File: config.mk
export PLATFORM = sky130hd
export DESIGN_NAME = swbm_master
export DESIGN_NICKNAME = d
export VERILOG_FILES = /design/src/hdl/swbm_pkg.sv /design/src/hdl/swbm_master.sv /design/src/hdl/swbm_tick_div.sv
export SDC_FILE = /design/constraint.sdc
export NUM_CORES = 1
export LEC_CHECK = 0
export BUFFER_PORTS_ARGS = -buffer_cell sky130_fd_sc_hd__buf_2
export CAP_MARGIN = 20
export CORE_ASPECT_RATIO = 1.4
export CORE_MARGIN = 1.5
export CORE_UTILIZATION = 25
export DETAILED_ROUTE_END_ITERATION = 12
export GPL_ROUTABILITY_DRIVEN = 0
export SETUP_SLACK_MARGIN = 0.3
export SKIP_CTS_REPAIR_TIMING = 1
export SLEW_MARGIN = 10
export SYNTH_ARGS = -nofsm -noshare
export SYNTH_HDL_FRONTEND = slang
export SYNTH_SLANG_ARGS = --single-unit
File: constraint.sdc
create_clock -name i_mclk -period 2.4 [get_ports i_mclk]
set_clock_uncertainty 0.2 [all_clocks]
set_input_delay 0.36 -clock i_mclk [delete_from_list [all_inputs] [get_ports i_mclk]]
set_output_delay 0.36 -clock i_mclk [all_outputs]
set_load 0.005 [all_outputs]
File: src/hdl/swbm_pkg.sv
// Constants, register map and state encoding of the single-wire bus master.
package swbm_pkg;

   ////////////////////////////////////////////////////////////////////////////
   // Clock and tick.

   localparam int unsigned CLK_HZ = 125_000_000;
   localparam int unsigned TICK_HZ = 1_000_000;
   localparam int unsigned MIN_CLK_HZ = 10_000_000;
   // Integer ratio; exact because the main clock is a multiple of 1 MHz.
   localparam logic [7:0] DIV_RESET = 8'(CLK_HZ / TICK_HZ);

   ////////////////////////////////////////////////////////////////////////////
   // Slot timing in microseconds, one tick each.

   localparam int unsigned US_W = 10;
   localparam logic [US_W-1:0] RESET_LOW_US = 10'd511;
   localparam logic [US_W-1:0] PRESENCE_US = 10'd68;
   localparam logic [US_W-1:0] RESET_HIGH_US = 10'd512;
   localparam logic [US_W-1:0] ZERO_LOW_US = 10'd100;
   localparam logic [US_W-1:0] ZERO_SLOT_US = 10'd117;
   localparam logic [US_W-1:0] READ_LOW_US = 10'd5;
   localparam logic [US_W-1:0] READ_SAMPLE_US = 10'd13;
   localparam logic [US_W-1:0] READ_SLOT_US = 10'd117;

   ////////////////////////////////////////////////////////////////////////////
   // Register map on the plain port.

   localparam int unsigned ADDR_W = 4;
   localparam int unsigned DATA_W = 8;
   localparam logic [ADDR_W-1:0] CTRL_ADDR = 4'h0;
   localparam logic [ADDR_W-1:0] DIV_ADDR = 4'h4;
   localparam logic [ADDR_W-1:0] IRQ_STATUS_ADDR = 4'h8;
   localparam logic [ADDR_W-1:0] IRQ_MASK_ADDR = 4'hC;

   // Control register fields; command bits share positions with events.
   localparam int unsigned RESET_PRESENCE_CMD_BIT = 0;
   localparam int unsigned WRITE_ZERO_CMD_BIT = 1;
   localparam int unsigned WRITE_ONE_READ_CMD_BIT = 2;
   localparam int unsigned PRESENCE_FLAG_BIT = 3;
   localparam int unsigned READ_RESULT_BIT = 4;
   localparam int unsigned BUSY_BIT = 5;
   localparam int unsigned CMD_W = 3;
   localparam logic [CMD_W-1:0] IRQ_MASK_RESET = 3'h0;

   ////////////////////////////////////////////////////////////////////////////
   // Sequencer states, one-hot.

   typedef enum logic [6:0] {
      ST_IDLE = 7'h01,
      ST_RST_LOW = 7'h02,
      ST_RST_HIGH = 7'h04,
      ST_ZERO_LOW = 7'h08,
      ST_ZERO_HIGH = 7'h10,
      ST_READ_LOW = 7'h20,
      ST_READ_HIGH = 7'h40
   } swbm_state_type;

endpackage : swbm_pkg

File: src/hdl/swbm_master.sv
// Single-wire bus master: register port, slot sequencer and line driver.
`timescale 1ns/1ps
`default_nettype none

module swbm_master (
   input wire logic i_mclk,
   input wire logic i_rstn,
   input wire logic [swbm_pkg::ADDR_W-1:0] i_addr,
   input wire logic [swbm_pkg::DATA_W-1:0] i_wdata,
   input wire logic i_wr,
   input wire logic i_rd,
   output logic [swbm_pkg::DATA_W-1:0] o_rdata,
   output logic o_irq,
   input wire logic i_line,
   output logic o_line_out,
   output logic o_line_oe
);

   ////////////////////////////////////////////////////////////////////////////
   // State.

   typedef struct packed {
      swbm_pkg::swbm_state_type state;
      logic [swbm_pkg::US_W-1:0] us_cnt;
      logic [swbm_pkg::CMD_W-1:0] cmd;
      logic presence;
      logic read_bit;
      logic [7:0] ratio;
      logic [swbm_pkg::CMD_W-1:0] irq_status;
      logic [swbm_pkg::CMD_W-1:0] irq_mask;
      logic [swbm_pkg::DATA_W-1:0] rdata;
      logic irq;
      logic line_oe;
      logic line_out;
      logic sync1;
      logic sync2;
   } swbm_regs_type;

   swbm_regs_type s_q;
   swbm_regs_type s_d;
   logic tick;
   logic restart;

   // The 10 MHz floor is met with margin: 125 clocks per microsecond.
   swbm_tick_div u_tick_div (
      .i_mclk(i_mclk),
      .i_rstn(i_rstn),
      .i_ratio(s_q.ratio),
      .i_restart(restart),
      .o_tick(tick)
   );

   ////////////////////////////////////////////////////////////////////////////
   // Helpers.

   // True on the tick that closes a phase of the given length.
   function automatic logic phase_end(
      input logic t,
      input logic [swbm_pkg::US_W-1:0] cnt,
      input logic [swbm_pkg::US_W-1:0] len
   );
      phase_end = t && (cnt == len - 10'd1);
   endfunction : phase_end

   function automatic logic [swbm_pkg::DATA_W-1:0] ctrl_view(
      input swbm_regs_type r
   );
      logic [swbm_pkg::DATA_W-1:0] v;
      v = '0;
      v[swbm_pkg::CMD_W-1:0] = r.cmd;
      v[swbm_pkg::PRESENCE_FLAG_BIT] = r.presence;
      v[swbm_pkg::READ_RESULT_BIT] = r.read_bit;
      v[swbm_pkg::BUSY_BIT] = (r.state != swbm_pkg::ST_IDLE);
      ctrl_view = v;
   endfunction : ctrl_view

   // The divider restarts on each launch so every slot's first microsecond
   // is whole; otherwise a slot could lose up to one tick at its start.
   assign restart = (s_q.state == swbm_pkg::ST_IDLE);

   ////////////////////////////////////////////////////////////////////////////
   // Next state.

   always_comb begin
      logic [swbm_pkg::CMD_W-1:0] done;
      logic [swbm_pkg::CMD_W-1:0] clr;
      logic wr_hit_ctrl;
      done = '0;
      clr = '0;
      wr_hit_ctrl = i_wr && (i_addr == swbm_pkg::CTRL_ADDR);
      s_d = s_q;

      // Line input crosses into the clock domain before any use.
      s_d.sync1 = i_line;
      s_d.sync2 = s_q.sync1;

      if (tick) begin
         s_d.us_cnt = s_q.us_cnt + 10'd1;
      end

      unique case (s_q.state)
         swbm_pkg::ST_IDLE: begin
            s_d.us_cnt = '0;
            // Reset has priority over the two slot kinds.
            if (s_q.cmd[swbm_pkg::RESET_PRESENCE_CMD_BIT]) begin
               s_d.state = swbm_pkg::ST_RST_LOW;
            end else if (s_q.cmd[swbm_pkg::WRITE_ZERO_CMD_BIT]) begin
               s_d.state = swbm_pkg::ST_ZERO_LOW;
            end else if (s_q.cmd[swbm_pkg::WRITE_ONE_READ_CMD_BIT]) begin
               s_d.state = swbm_pkg::ST_READ_LOW;
            end
         end
         swbm_pkg::ST_RST_LOW: begin
            if (phase_end(tick, s_q.us_cnt, swbm_pkg::RESET_LOW_US)) begin
               s_d.state = swbm_pkg::ST_RST_HIGH;
               s_d.us_cnt = '0;
            end
         end
         swbm_pkg::ST_RST_HIGH: begin
            // A slave answer lands 15-60 us after release and lasts at
            // least 60 us, so the 68 us point always falls inside it.
            if (phase_end(tick, s_q.us_cnt, swbm_pkg::PRESENCE_US)) begin
               s_d.presence = ~s_q.sync2;
            end
            if (phase_end(tick, s_q.us_cnt, swbm_pkg::RESET_HIGH_US)) begin
               s_d.state = swbm_pkg::ST_IDLE;
               done[swbm_pkg::RESET_PRESENCE_CMD_BIT] = 1'b1;
            end
         end
         swbm_pkg::ST_ZERO_LOW: begin
            if (phase_end(tick, s_q.us_cnt, swbm_pkg::ZERO_LOW_US)) begin
               s_d.state = swbm_pkg::ST_ZERO_HIGH;
               s_d.us_cnt = '0;
            end
         end
         swbm_pkg::ST_ZERO_HIGH: begin
            if (phase_end(tick, s_q.us_cnt,
                swbm_pkg::ZERO_SLOT_US - swbm_pkg::ZERO_LOW_US)) begin
               s_d.state = swbm_pkg::ST_IDLE;
               done[swbm_pkg::WRITE_ZERO_CMD_BIT] = 1'b1;
            end
         end
         swbm_pkg::ST_READ_LOW: begin
            // The falling edge here is what the slave times from.
            if (phase_end(tick, s_q.us_cnt, swbm_pkg::READ_LOW_US)) begin
               s_d.state = swbm_pkg::ST_READ_HIGH;
               s_d.us_cnt = '0;
            end
         end
         swbm_pkg::ST_READ_HIGH: begin
            // A slave returning zero keeps the line low past release.
            if (phase_end(tick, s_q.us_cnt,
                swbm_pkg::READ_SAMPLE_US - swbm_pkg::READ_LOW_US)) begin
               s_d.read_bit = s_q.sync2;
            end
            if (phase_end(tick, s_q.us_cnt,
                swbm_pkg::READ_SLOT_US - swbm_pkg::READ_LOW_US)) begin
               s_d.state = swbm_pkg::ST_IDLE;
               done[swbm_pkg::WRITE_ONE_READ_CMD_BIT] = 1'b1;
            end
         end
         default: begin
            s_d.state = swbm_pkg::ST_IDLE;
            s_d.us_cnt = '0;
         end
      endcase

      // Line driver: open drain, pulled low only in the low phases.
      s_d.line_out = 1'b0;
      s_d.line_oe = (s_d.state == swbm_pkg::ST_RST_LOW) ||
                    (s_d.state == swbm_pkg::ST_ZERO_LOW) ||
                    (s_d.state == swbm_pkg::ST_READ_LOW);

      // Commands wait in their bits until the sequencer is free; a set
      // written in the cycle of completion wins over the auto-clear.
      s_d.cmd = s_q.cmd & ~done;
      if (wr_hit_ctrl) begin
         s_d.cmd = s_d.cmd | i_wdata[swbm_pkg::CMD_W-1:0];
      end

      if (i_wr && (i_addr == swbm_pkg::DIV_ADDR)) begin
         s_d.ratio = i_wdata;
      end
      if (i_wr && (i_addr == swbm_pkg::IRQ_MASK_ADDR)) begin
         s_d.irq_mask = i_wdata[swbm_pkg::CMD_W-1:0];
      end

      // Read data stands for the one cycle after the strobe.
      s_d.rdata = '0;
      if (i_rd) begin
         unique case (i_addr)
            swbm_pkg::CTRL_ADDR: s_d.rdata = ctrl_view(s_q);
            swbm_pkg::DIV_ADDR: s_d.rdata = s_q.ratio;
            swbm_pkg::IRQ_STATUS_ADDR: begin
               s_d.rdata = {{(swbm_pkg::DATA_W-swbm_pkg::CMD_W){1'b0}},
                            s_q.irq_status};
               clr = s_q.irq_status;
            end
            swbm_pkg::IRQ_MASK_ADDR: begin
               s_d.rdata = {{(swbm_pkg::DATA_W-swbm_pkg::CMD_W){1'b0}},
                            s_q.irq_mask};
            end
            default: s_d.rdata = '0;
         endcase
      end

      // Completion events are sticky; a new event beats a read-clear.
      s_d.irq_status = (s_q.irq_status & ~clr) | done;
      s_d.irq = |(s_d.irq_status & s_d.irq_mask);
   end

   ////////////////////////////////////////////////////////////////////////////
   // Registers.

   always_ff @(posedge i_mclk or negedge i_rstn) begin
      if (!i_rstn) begin
         s_q.state <= swbm_pkg::ST_IDLE;
         s_q.us_cnt <= '0;
         s_q.cmd <= '0;
         s_q.presence <= 1'b0;
         s_q.read_bit <= 1'b0;
         s_q.ratio <= swbm_pkg::DIV_RESET;
         s_q.irq_status <= '0;
         s_q.irq_mask <= swbm_pkg::IRQ_MASK_RESET;
         s_q.rdata <= '0;
         s_q.irq <= 1'b0;
         s_q.line_oe <= 1'b0;
         s_q.line_out <= 1'b0;
         s_q.sync1 <= 1'b1;
         s_q.sync2 <= 1'b1;
      end else begin
         s_q <= s_d;
      end
   end

   assign o_rdata = s_q.rdata;
   assign o_irq = s_q.irq;
   assign o_line_out = s_q.line_out;
   assign o_line_oe = s_q.line_oe;

endmodule : swbm_master

`default_nettype wire

File: src/hdl/swbm_tick_div.sv
// Integer clock divider that makes the one-microsecond sequencing tick.
`timescale 1ns/1ps
`default_nettype none

module swbm_tick_div (
   input wire logic i_mclk,
   input wire logic i_rstn,
   input wire logic [7:0] i_ratio,
   input wire logic i_restart,
   output logic o_tick
);

   typedef struct packed {
      logic [7:0] cnt;
      logic tick;
   } swbm_div_type;

   swbm_div_type s_q;
   swbm_div_type s_d;

   // A ratio of zero or one gives a tick on every clock.
   always_comb begin
      s_d = s_q;
      s_d.tick = 1'b0;
      if (i_restart) begin
         s_d.cnt = 8'h00;
      end else if (s_q.cnt + 8'h01 >= i_ratio) begin
         s_d.cnt = 8'h00;
         s_d.tick = 1'b1;
      end else begin
         s_d.cnt = s_q.cnt + 8'h01;
      end
   end

   always_ff @(posedge i_mclk or negedge i_rstn) begin
      if (!i_rstn) begin
         s_q <= '0;
      end else begin
         s_q <= s_d;
      end
   end

   assign o_tick = s_q.tick;

endmodule : swbm_tick_div

`default_nettype wire

* Word-level counts from Yosys, hierarchy flattened *
Index checks and enable logic that the tools add are counted.

cells by class
  multiplexer cells = 28
  equal/unequal tests = 22
  add/subtract/negate cells = 2
  $lt $le $gt $ge = 1
  reduce and logical (&&, ||, !) cells = 18
  bitwise logic cells = 8

operators by type and width
  kind                                                  number
  two-way mux 17 bit                                    3
  one-hot mux 7 bit (7 select lines)                    1
  two-way mux 7 bit                                     6
  one-hot mux 10 bit (4 select lines)                   1
  one-hot mux 8 bit (4 select lines)                    1
  equality test 10 x 7 -> 1 bit, second input constant  3
  two-way mux 8 bit                                     3
  equality test 10 x 3 -> 1 bit, second input constant  2
  equality test 10 x 9 -> 1 bit, second input constant  2
  equality test 7 x 2 -> 1 bit, second input constant   2
  equality test 7 x 4 -> 1 bit, second input constant   2
  equality test 7 x 6 -> 1 bit, second input constant   2
  two-way mux 3 bit                                     4
  logical AND 1 bit                                     11
  adder 10 x 1 -> 10 bit, second input constant         1
  equality test 10 x 5 -> 1 bit, second input constant  1
  two-way mux 10 bit                                    1
  bitwise AND 3 bit                                     3
  adder 8 x 1 -> 8 bit, second input constant           1
  equality test 4 bit, second input constant            2
  greater-or-equal comparator 8 bit                     1
  two-way mux 1 bit                                     8
  equality test 7 x 1 -> 1 bit, second input constant   1
  equality test 7 x 3 -> 1 bit, second input constant   1
  11 further kinds                                      16

storage, ports and cells
  register bits after elaboration = 57
  output and inout bits = 11

* Longest topological paths before layout *
Gate-level depths: netlist of the first run.

  depth after elaboration = 8
  depth in mapped cells = 9
  depth with buffers taken out = 9

* By module *
Synthesis of the first run repeated with hierarchy kept, for this count alone.

unflattened totals
  cell total of the unflattened synthesis = 291
  area total of the unflattened synthesis = 3,103.0 sq um

by module, submodules not included
  module         cells each  area an instance (sq um)  sequential area each (sq um)  instances
  swbm_master    229         2,431.1                   1,212.4                       1
  swbm_tick_div  62          671.9                     225.2                         1

* Worst setup path after synthesis of the first run *
OpenSTA, ideal clock, no wires.

  path kind = register -> register
  from = reg u_tick_div.s_q[1] (netlist bit)
  to = reg u_tick_div.s_q[1] (netlist bit)
  buffers on the path = 0
  path slack = 61 ps
  data arrival time = 2,044 ps
  library setup time = 94 ps
  clock period less this slack = 2,339 ps
  cell stages (with the launch flop) = 9
  cells stage by stage = dfrtp_1 -> and3_1 -> nand2_1 -> xnor2_1 -> ha_1 -> a2111oi_0 -> nor2b_1 -> o21ai_1 -> a211oi_1

RTL lines
  what                      line                 source
  start: declaration        swbm_tick_div.sv:18  swbm_div_type s_q;
  start signal: assignment  swbm_tick_div.sv:37  s_q <= '0;
  start signal: assignment  swbm_tick_div.sv:39  s_q <= s_d;

==> flow_metrics.tcl, run 1 <==
set metrics [dict create \
    status "finished, violations left" \
    violations "negative setup slack" \
    via_count 2395 \
    grt_max_degree 21 \
    worst-path-buf-inv 0 \
    final_nets 369 \
    routedWlPerCell_um 15.3 \
    pwr-share-seq_pct 33.2 \
    ys_seq_area_share_pct 46.8 \
    cp-end-kind "flop" \
    cts_tree "built" \
    async_flop_share_pct 100 \
    drt_first_pass_iters 4 \
    maxCapViolCount 0 \
    coreArea_um2 11900 \
    clk_pin_slew_ns 0.05 \
    slowest_stage "dfrtp_1" \
    hold_path.class "input port to flop" \
    grt_pass1_vias 2393 \
    totalWireLength_um 7550 \
    synthXorXnorAreaFrac_pct 4.85 \
    worstSetupPathType "flop to flop" \
    rsz0062_at_grt "yes" \
    synth_compound_area_share_pct 9.29 \
    power.leakage_nw 1.79 \
    dieHeight_um 134 \
    initial_core_util_pct 25.9 \
    finalSetupViolations 2 \
    place_ws_ns -0.0371 \
    synth_top_family_by_area "simple AND/OR/NAND/NOR gates" \
    r2r_start "u_tick_div.s_q[1]$_DFF_PN0_" \
    cellInternalPower_w 0.00262 \
    synth_flop_cell "dfrtp_1" \
    crit_family "simple AND/OR/NAND/NOR gates" \
    hold_start "i_wdata[4]" \
    cts_root_buf "clkbuf_16" \
    area_growth_pct 35.4 \
    critical-path-top-cell-by-count "ha_2" \
    maxSlewViolCount 0 \
    finalPower_w 0.00383 \
    synthCells 295 \
    yosysUniqueCellTypes 61 \
    p_comb_share_pct 30.6 \
    layout_min_cycle_time_ns 2.42 \
    synth_area_per_cell_um2 10.4 \
    drtIter0Drc 73 \
    cp_cell_sequence "ha_2 > nand3_1 > nor2_2 > xor2_2 > ha_2 > a2111oi_4 > nor2b_4 > o21ai_4 > and3_1" \
    synth_fa_ha_area_share_pct 4.89 \
    powerDensity_nw_per_um2 922 \
    dp_hpwl_um 5340 \
    insertedDiodeCount 0 \
    grt_pass1_wl_um 11700 \
    clock_latency_ns 0.33 \
    clockPowerShare_pct 36.2 \
    synth_warnings 0 \
    required_ns 2.41 \
    grt_overflow 0 \
    synth-seq-cells 57 \
    io-pin-count 28 \
    track_usage_pct 11.4 \
    cts.sinks 57 \
    worst_r2r_path_depth 9 \
    die_w_um 96.7 \
    ant_nets 0 \
    drc 0 \
    period_share_pct 101 \
    crit_start "u_tick_div.s_q[1]$_DFF_PN0_" \
    multiInputGateArea_um2 1800 \
    port_buffers 26 \
    crit_arrival_ns 2.43 \
    via_per_inst 4.87 \
    nFillCells 1172 \
    irDropWorstVdd_mv 0.307 \
    antenna_found_initial 0 \
    synth.net_count 324 \
    critPathMaxStageDelay_ns 0.43 \
    cp_max_fo 5 \
    synth-edff-count 0 \
    cts_max_level 3 \
    switchingPower_w 0.00121 \
    synthesis.area_um2 3070 \
    hold_depth 2 \
    max_freq_mhz 413 \
    synth-simple-area-share_pct 21.1 \
    fin_ws_ns -0.0195 \
    numCtsBuffers 9 \
    path_depth 9 \
    drive_above_1_share_pct 41.4 \
    row_count 47 \
    regArea_um2 1450 \
    clockBufferDepth 2 \
    dieArea_um2 13000 \
    critPathLaunchType "flop" \
    synthMuxAreaShare_pct 7.17 \
    hold_viol 0 \
    switching_share_pct 31.6 \
]
[power by group through the flow]
stage,clock [W],sequential (W),combinational [W]
3_5_place_dp,0,0.00128,0.000922
4_1_cts,0.00142,0.00127,0.000925
5_1_grt,0.00146,0.00129,0.00129
3_3_place_gp,0,0.00127,0.000907
2_1_floorplan,0,0.00122,0.000675
6_report,0.00139,0.00127,0.00117
[state kept, by name, indices dropped and copies added, names as in the netlist]
name / count
s_q: 37
o_rdata: 8
u_tick_div.s_q: 8
o_irq: 1
o_line_oe: 1
s_d: 1
u_tick_div.o_tick: 1
[placed cells by master (no fill, tap or decap), types with 9 or more instances in the layout]
master,Yosys,routed
buf_2,3,26
dfrtp_1,48,42
nand2_1,29,28
inv_1,15,15
buf_4,9,20
mux2_2,12,12
nor2_1,23,12
dfstp_2,9,9
a21oi_1,11,9
clkbuf_16,0,9
[stage by stage]
stage	utilization [%]	hold WS, ns	area, µm²	setup TNS, ns	std cells
3_5_place_dp	28.8	0.139	3430	-0.0475	462
3_3_place_gp	28.8	0.134	3430	0	462
4_1_cts	31.6	-0.212	3760	-0.130	478
6_report	35.0	0.0619	4160	-0.0362	492
2_1_floorplan	-	-0.136	3130	0	295
5_1_grt	35.0	0.0635	4160	-0.741	492
[cells in the mapped netlist, types with 4 or more instances]
| library cell | instances | area, µm² |
|---|---|---|
| and4_1 | 4 | 35.0 |
| and3_1 | 7 | 43.8 |
| buf_4 | 9 | 67.6 |
| dfstp_2 | 9 | 236 |
| a21oi_1 | 11 | 55.1 |
| mux2i_1 | 4 | 40.0 |
| xnor2_1 | 9 | 78.8 |
| nand3_1 | 6 | 30.0 |
| o21ai_0 | 4 | 20.0 |
| nor2_1 | 23 | 86.3 |
| dfrtp_1 | 48 | 1200 |
| nand4b_1 | 4 | 35.0 |
| inv_1 | 15 | 56.3 |
| ha_1 | 12 | 150 |
| o31ai_1 | 4 | 30.0 |
| xor2_1 | 8 | 70.1 |
| nand2_1 | 29 | 109 |
| nor3_1 | 9 | 45.0 |
| mux2_2 | 12 | 135 |
| nand4_1 | 6 | 37.5 |
[area by class of cell]
class | count | area share (%)
clock buffers | 12 | 6.17
clock inverters | 4 | 1.81
inverters | 15 | 1.35
multi-input cells | 206 | 43.2
flip-flops and latches | 57 | 34.8
well taps | 147 | 4.42
repair buffers | 51 | 8.25
[path summary, 6_finish.rpt]
kind | to | slack (ns)
worst min-delay path | s_q[23]$_DFFE_PN1P_ | 0.06
worst min register to register | s_q[0]$_DFF_PN1_ | 0.16
min in group asynchronous | o_rdata[6]$_DFF_PN0_ | 0.34
worst max register to register | u_tick_div.o_tick$_DFF_PN0_ | -0.02
max in group asynchronous | s_q[42]$_DFF_PN1_ | 1.06
worst max-delay path | u_tick_div.o_tick$_DFF_PN0_ | -0.02
[cells by family (layout without fill, tap and decap cells)]
family,Yosys count,count (layout)
AOI/OAI and AO/OA,41,42
xor gates and xnor gates,17,17
adders and majority gates,12,12
buffers and inverters,33,82
DFF,57,57
muxes,18,18
other,1,1
and+or+nand+nor,116,116
[routing by layer]
metal | share of wire [%] | vias up | track usage, %
met3 | 2.6 | 14 | 3.02
met5 | 0 | - | 0
met1 | 39 | 1209 | 12.1
met4 | 2.6 | 0 | 5.07
met2 | 56 | 33 | 21.0
li1 | - | 1139 | -
Power figures use the tool's default switching activity.
==> run 2: changes to the inputs <==
--- a/config.mk
+++ b/config.mk
@@ -5,6 +5,7 @@
 export SDC_FILE = /design/constraint.sdc
 export NUM_CORES = 1
 export LEC_CHECK = 0
+export ABC_AREA = 0
 export BUFFER_PORTS_ARGS = -buffer_cell sky130_fd_sc_hd__buf_2
 export CAP_MARGIN = 20
 export CORE_ASPECT_RATIO = 1.4
@@ -13,7 +14,6 @@
 export DETAILED_ROUTE_END_ITERATION = 12
 export GPL_ROUTABILITY_DRIVEN = 0
 export SETUP_SLACK_MARGIN = 0.3
-export SKIP_CTS_REPAIR_TIMING = 1
 export SLEW_MARGIN = 10
 export SYNTH_ARGS = -nofsm -noshare
 export SYNTH_HDL_FRONTEND = slang
==> flow_metrics.tcl, run 2 (synthesis results as in run 1) <==
set metrics [dict create \
    status "finished clean" \
    clk_pin_slew_ns 0.05 \
    irDropWorstVdd_mv 0.296 \
    insertedDiodeCount 0 \
    final_nets 381 \
    grt_pass1_wl_um 12200 \
    track_usage_pct 11.9 \
    rsz0062_at_grt "yes" \
    critPathMaxStageDelay_ns 0.38 \
    period_share_pct 96.5 \
    row_count 47 \
    grt_overflow 0 \
    grt_max_degree 21 \
    hold_path.class "input port to flop" \
    ant_nets 0 \
    hold_ws_ns 0.0642 \
    grt_pass1_vias 2543 \
    finalSetupViolations 0 \
    dieArea_um2 13000 \
    area_growth_pct 37.9 \
    slowest_stage "dfrtp_1" \
    via_per_inst 4.82 \
    worstSetupPathType "flop to flop" \
    clockBufferDepth 2 \
    maxSlewViolCount 0 \
    hold_viol 0 \
    io-pin-count 28 \
    critPathLaunchType "flop" \
    cp-end-kind "flop" \
    totalWireLength_um 7550 \
    clock_latency_ns 0.33 \
    cp_cell_sequence "and3_4 > nand4_1 > xnor2_2 > ha_2 > a2111oi_4 > nor2b_4 > o21ai_4 > and3_4" \
    drive_above_1_share_pct 42.9 \
    cts_max_level 3 \
    drc 0 \
    port_buffers 26 \
    cp_max_fo 5 \
    layout_min_cycle_time_ns 2.32 \
    cts_root_buf "clkbuf_16" \
    crit_arrival_ns 2.33 \
    maxCapViolCount 0 \
    required_ns 2.41 \
    via_count 2429 \
    fin_ws_ns 0.0832 \
    final_cell_mix "dfrtp_1, buf_4, nand2_1, buf_2, inv_1" \
    cts_tree "built" \
    initial_core_util_pct 25.9 \
    max_freq_mhz 432 \
    drt_first_pass_iters 4 \
    dieHeight_um 134 \
    largest_reg_flops 37 \
    final_common_cell "dfrtp_1" \
    coreArea_um2 11900 \
    antenna_found_initial 0 \
    drtIter0Drc 72 \
    power.leakage_nw 1.86 \
    routedWlPerCell_um 15.0 \
    critical-path-top-cell-by-count "and3_4" \
    numCtsBuffers 9 \
    die_w_um 96.7 \
    cts.sinks 57 \
    powerDensity_nw_per_um2 911 \
    dp_hpwl_um 5340 \
    place_ws_ns -0.0371 \
    top_register "s_q" \
]
[run 2: cell count changes in the layout (fill, tap and decap cells not counted), sizes merged]
cell,before,now
buf,49,61
[run 2: final timing paths]
check	cells past startpoint	endpoint	from	slack [ns]
min in group asynchronous	2	o_rdata[6]$_DFF_PN0_	i_rstn	0.34
hold reg to reg	0	s_q[0]$_DFF_PN1_	s_d[0]$_DFF_PN1_	0.16
setup / recovery	8	u_tick_div.o_tick$_DFF_PN0_	u_tick_div.s_q[1]$_DFF_PN0_	0.08
max in group asynchronous	3	s_q[42]$_DFF_PN1_	i_rstn	1.05
setup reg to reg	8	u_tick_div.o_tick$_DFF_PN0_	u_tick_div.s_q[1]$_DFF_PN0_	0.08
hold / removal	2	s_q[23]$_DFFE_PN1P_	i_wdata[4]	0.06
[run 2: critical path: cells and delay by family (launching register included)]
family	cells	cell delay, ns
DFF	1	0.38
xor gates and xnor gates	1	0.19
AOI/OAI and AO/OA	2	0.41
adders and majority gates	1	0.22
and+or+nand+nor	4	0.80
[run 2: where the power goes]
part           total [W]  internal, W  leakage, nW  switching (W)
logic            0.00121     0.000557        0.979       0.000657
clock network    0.00139     0.000963        0.155       0.000422
registers        0.00126      0.00113        0.730       0.000128
total            0.00386      0.00265         1.86        0.00121
[run 2: layout make-up]
class,count,area [µm²]
Fill cell,1149,7640
Multi-Input combinational cell,206,1790
Sequential cell,57,1440
Timing Repair Buffer,63,437
Clock buffer,12,256
Tap cell,147,184
Clock inverter,4,75.1
Inverter,15,56.3
[run 2: metrics by stage]
| step | setup TNS, ns | cell area (µm²) | util (%) | std cells | total power (W) |
|---|---|---|---|---|---|
| after floorplan | 0 | 3130 | - | 295 | 0.00190 |
| after global routing | 0 | 4240 | 35.7 | 504 | 0.00408 |
| after global placement | 0 | 3430 | 28.8 | 462 | 0.00218 |
| after CTS | 0 | 4010 | 33.7 | 493 | 0.00373 |
| after detailed placement | -0.0475 | 3430 | 28.8 | 462 | 0.00220 |
| final | 0 | 4240 | 35.7 | 504 | 0.00386 |
[run 2: what timing repair did]
| item | 4_1_cts | 5_1_grt |
|---|---|---|
| pin swaps | 11 | 22 |
| cloned | 1 | 1 |
| hold buffers | 2 | 0 |
| endpoints found under the hold margin | 14 | 0 |
| gates resized for setup | 23 | 38 |
| endpoints found under the setup margin | 25 | 25 |
| setup buffers | 12 | 10 |
[run 2: routing by layer]
metal	vias to the layer above	GRT usage [%]	share of wire, %	wire (µm)
met5	-	0	0	0
met4	0	5.88	2.0	152
met3	13	3.02	3.2	243
met2	49	22.3	57	4280
met1	1202	12.3	38	2880
li1	1165	-	-	-
==> run 3: changes to the inputs <==
==> constraint.sdc (replaced) <==
create_clock -name i_mclk -period 2.6 [get_ports i_mclk]
set_clock_uncertainty 0.2 [all_clocks]
set_input_delay 0.39 -clock i_mclk [delete_from_list [all_inputs] [get_ports i_mclk]]
set_output_delay 0.39 -clock i_mclk [all_outputs]
set_load 0.005 [all_outputs]
==> flow_metrics.tcl, run 3 (synthesis results as in run 1) <==
set metrics [dict create \
    io-pin-count 28 \
    clk_pin_slew_ns 0.05 \
    worstSetupPathType "flop to flop" \
    grt_pass1_vias 2649 \
    maxCapViolCount 0 \
    coreArea_um2 11900 \
    die_w_um 96.7 \
    clockBufferDepth 2 \
    grt_overflow 0 \
    fin_setup_tns_ns 0 \
    crit_arrival_ns 2.42 \
    final_cell_mix "dfrtp_1, buf_4, nand2_1, buf_2, nor2_1" \
    dieArea_um2 13000 \
    dp_cells 458 \
    drive_above_1_share_pct 38.5 \
    worst_slew_pin_slew_ns 0.535 \
    fin_ws_ns 0.234 \
    dieHeight_um 134 \
    layoutNonFillerInstCount 500 \
    cts_max_level 3 \
    final_nets 377 \
    antenna_found_initial 0 \
    cp-end-kind "flop" \
    cts.sinks 57 \
    via_per_inst 4.96 \
    design_area_um2 4040 \
    port_buffers 26 \
    cp_max_fo 4 \
    drc 0 \
    largest_reg_flops 37 \
    power.leakage_nw 1.81 \
    grt_pass1_wl_um 12400 \
    via_count 2478 \
    slowest_stage "dfrtp_1" \
    finalPower_w 0.00340 \
    postPlaceCellArea_um2 3330 \
    initial_core_util_pct 25.9 \
    place_ws_ns 0.0744 \
    rsz0062_at_grt "yes" \
    period_share_pct 91.0 \
    irDropWorstVdd_mv 0.305 \
    dp_hpwl_um 5250 \
    track_usage_pct 12.2 \
    clock_latency_ns 0.33 \
    hold_viol 0 \
    top_register "s_q" \
    area_growth_pct 31.6 \
    critPathLaunchType "flop" \
    drt_first_pass_iters 4 \
    row_count 47 \
    max_freq_mhz 423 \
    drtIter0Drc 69 \
    routedWlPerCell_um 15.4 \
    critPathMaxStageDelay_ns 0.38 \
    hold_path.class "input port to flop" \
    maxSlewViolCount 0 \
    grt_max_degree 23 \
    finalSetupViolations 0 \
    numCtsBuffers 9 \
    final_common_cell "dfrtp_1" \
    powerDensity_nw_per_um2 841 \
    cts_tree "built" \
    ant_nets 0 \
    status "finished clean" \
    cts_root_buf "clkbuf_16" \
    relSlewSlack_pct 64.3 \
    cp_cell_sequence "and3_4 > nand2_4 > xnor2_2 > ha_4 > a2111oi_4 > nor2b_4 > buf_4 > o21ai_4 > a21oi_1" \
    required_ns 2.65 \
    totalWireLength_um 7680 \
    insertedDiodeCount 0 \
    layout_min_cycle_time_ns 2.37 \
]
-- run 3: cell types whose count changed in the layout (fill, tap and decap cells not counted), moves of 2 or more --
| cell | before | now |
|---|---|---|
| buf_6 | 3 | 1 |
| dfrtp_2 | 4 | 6 |
| nand2_1 | 26 | 28 |
| nor2_1 | 13 | 23 |
| ha_1 | 7 | 9 |
| nor2_4 | 7 | 0 |
| clkinv_4 | 0 | 2 |
| buf_4 | 31 | 29 |
| nor2_2 | 3 | 0 |
| nand2_2 | 2 | 0 |
| ha_2 | 4 | 2 |
| dfrtp_1 | 44 | 42 |
-- run 3: what timing repair did --
| item | CTS | global route |
|---|---|---|
| hold buffers | 2 | 0 |
| cloned | 0 | 2 |
| pin swaps | 9 | 13 |
| setup buffers | 14 | 8 |
| endpoints found under the setup margin | 11 | 22 |
| resized for setup | 18 | 24 |
| hold endpoints to repair | 17 | 0 |
-- run 3: per-layer routing --
metal	global-route usage [%]	vias to the layer above	routed length (µm)	part of all wire [%]
met5	0	-	0	0
met4	6.60	0	314	4.1
met3	3.80	25	250	3.3
met2	21.8	49	4150	54
met1	12.6	1245	2960	39
li1	-	1159	-	-
-- run 3: final timing paths --
path / startpoint / to / slack, ns / cells past startpoint
worst max-delay path: u_tick_div.s_q[1]$_DFF_PN0_ / u_tick_div.s_q[2]$_DFF_PN0_ / 0.23 / 9
worst min-delay path: i_wdata[7] / s_q[26]$_DFFE_PN0P_ / 0.09 / 2
worst max register to register: u_tick_div.s_q[1]$_DFF_PN0_ / u_tick_div.s_q[2]$_DFF_PN0_ / 0.23 / 9
worst min register to register: s_d[0]$_DFF_PN1_ / s_q[0]$_DFF_PN1_ / 0.16 / 0
max in group asynchronous: i_rstn / s_d[0]$_DFF_PN1_ / 1.13 / 3
min in group asynchronous: i_rstn / o_rdata[3]$_DFF_PN0_ / 0.35 / 2
-- run 3: critical path, delay by kind of cell, from the launching register on --
| kind | cells | cell delay (ns) |
|---|---|---|
| xor gates and xnor gates | 1 | 0.21 |
| adders and majority gates | 1 | 0.25 |
| AOI/OAI and AO/OA | 3 | 0.59 |
| buffers and inverters | 1 | 0.15 |
| and+or+nand+nor | 3 | 0.52 |
| DFF | 1 | 0.38 |
-- run 3: layout make-up --
type	instances	area (µm²)
well taps	147	184
repair buffers	59	384
flip-flops and latches	57	1450
multi-input cells	206	1670
clock inverters	6	67.6
clock buffers	10	239
inverters	15	56.3
fillers	1202	7840
-- run 3: report_power, final --
part           switching [W]  internal (W)  total, W
Clock               0.000420      0.000767   0.00119
Sequential          0.000115       0.00104   0.00116
Combinational       0.000593      0.000459   0.00105
-- run 3: per-stage QoR --
stage | hold slack [ns] | utilization, %
finish | 0.0915 | 34.0
global route | 0.0770 | 34.0
CTS | 0.0764 | 32.5
detailed placement | 0.152 | 28.0
global placement | 0.150 | 28.0
floorplan | -0.106 | -
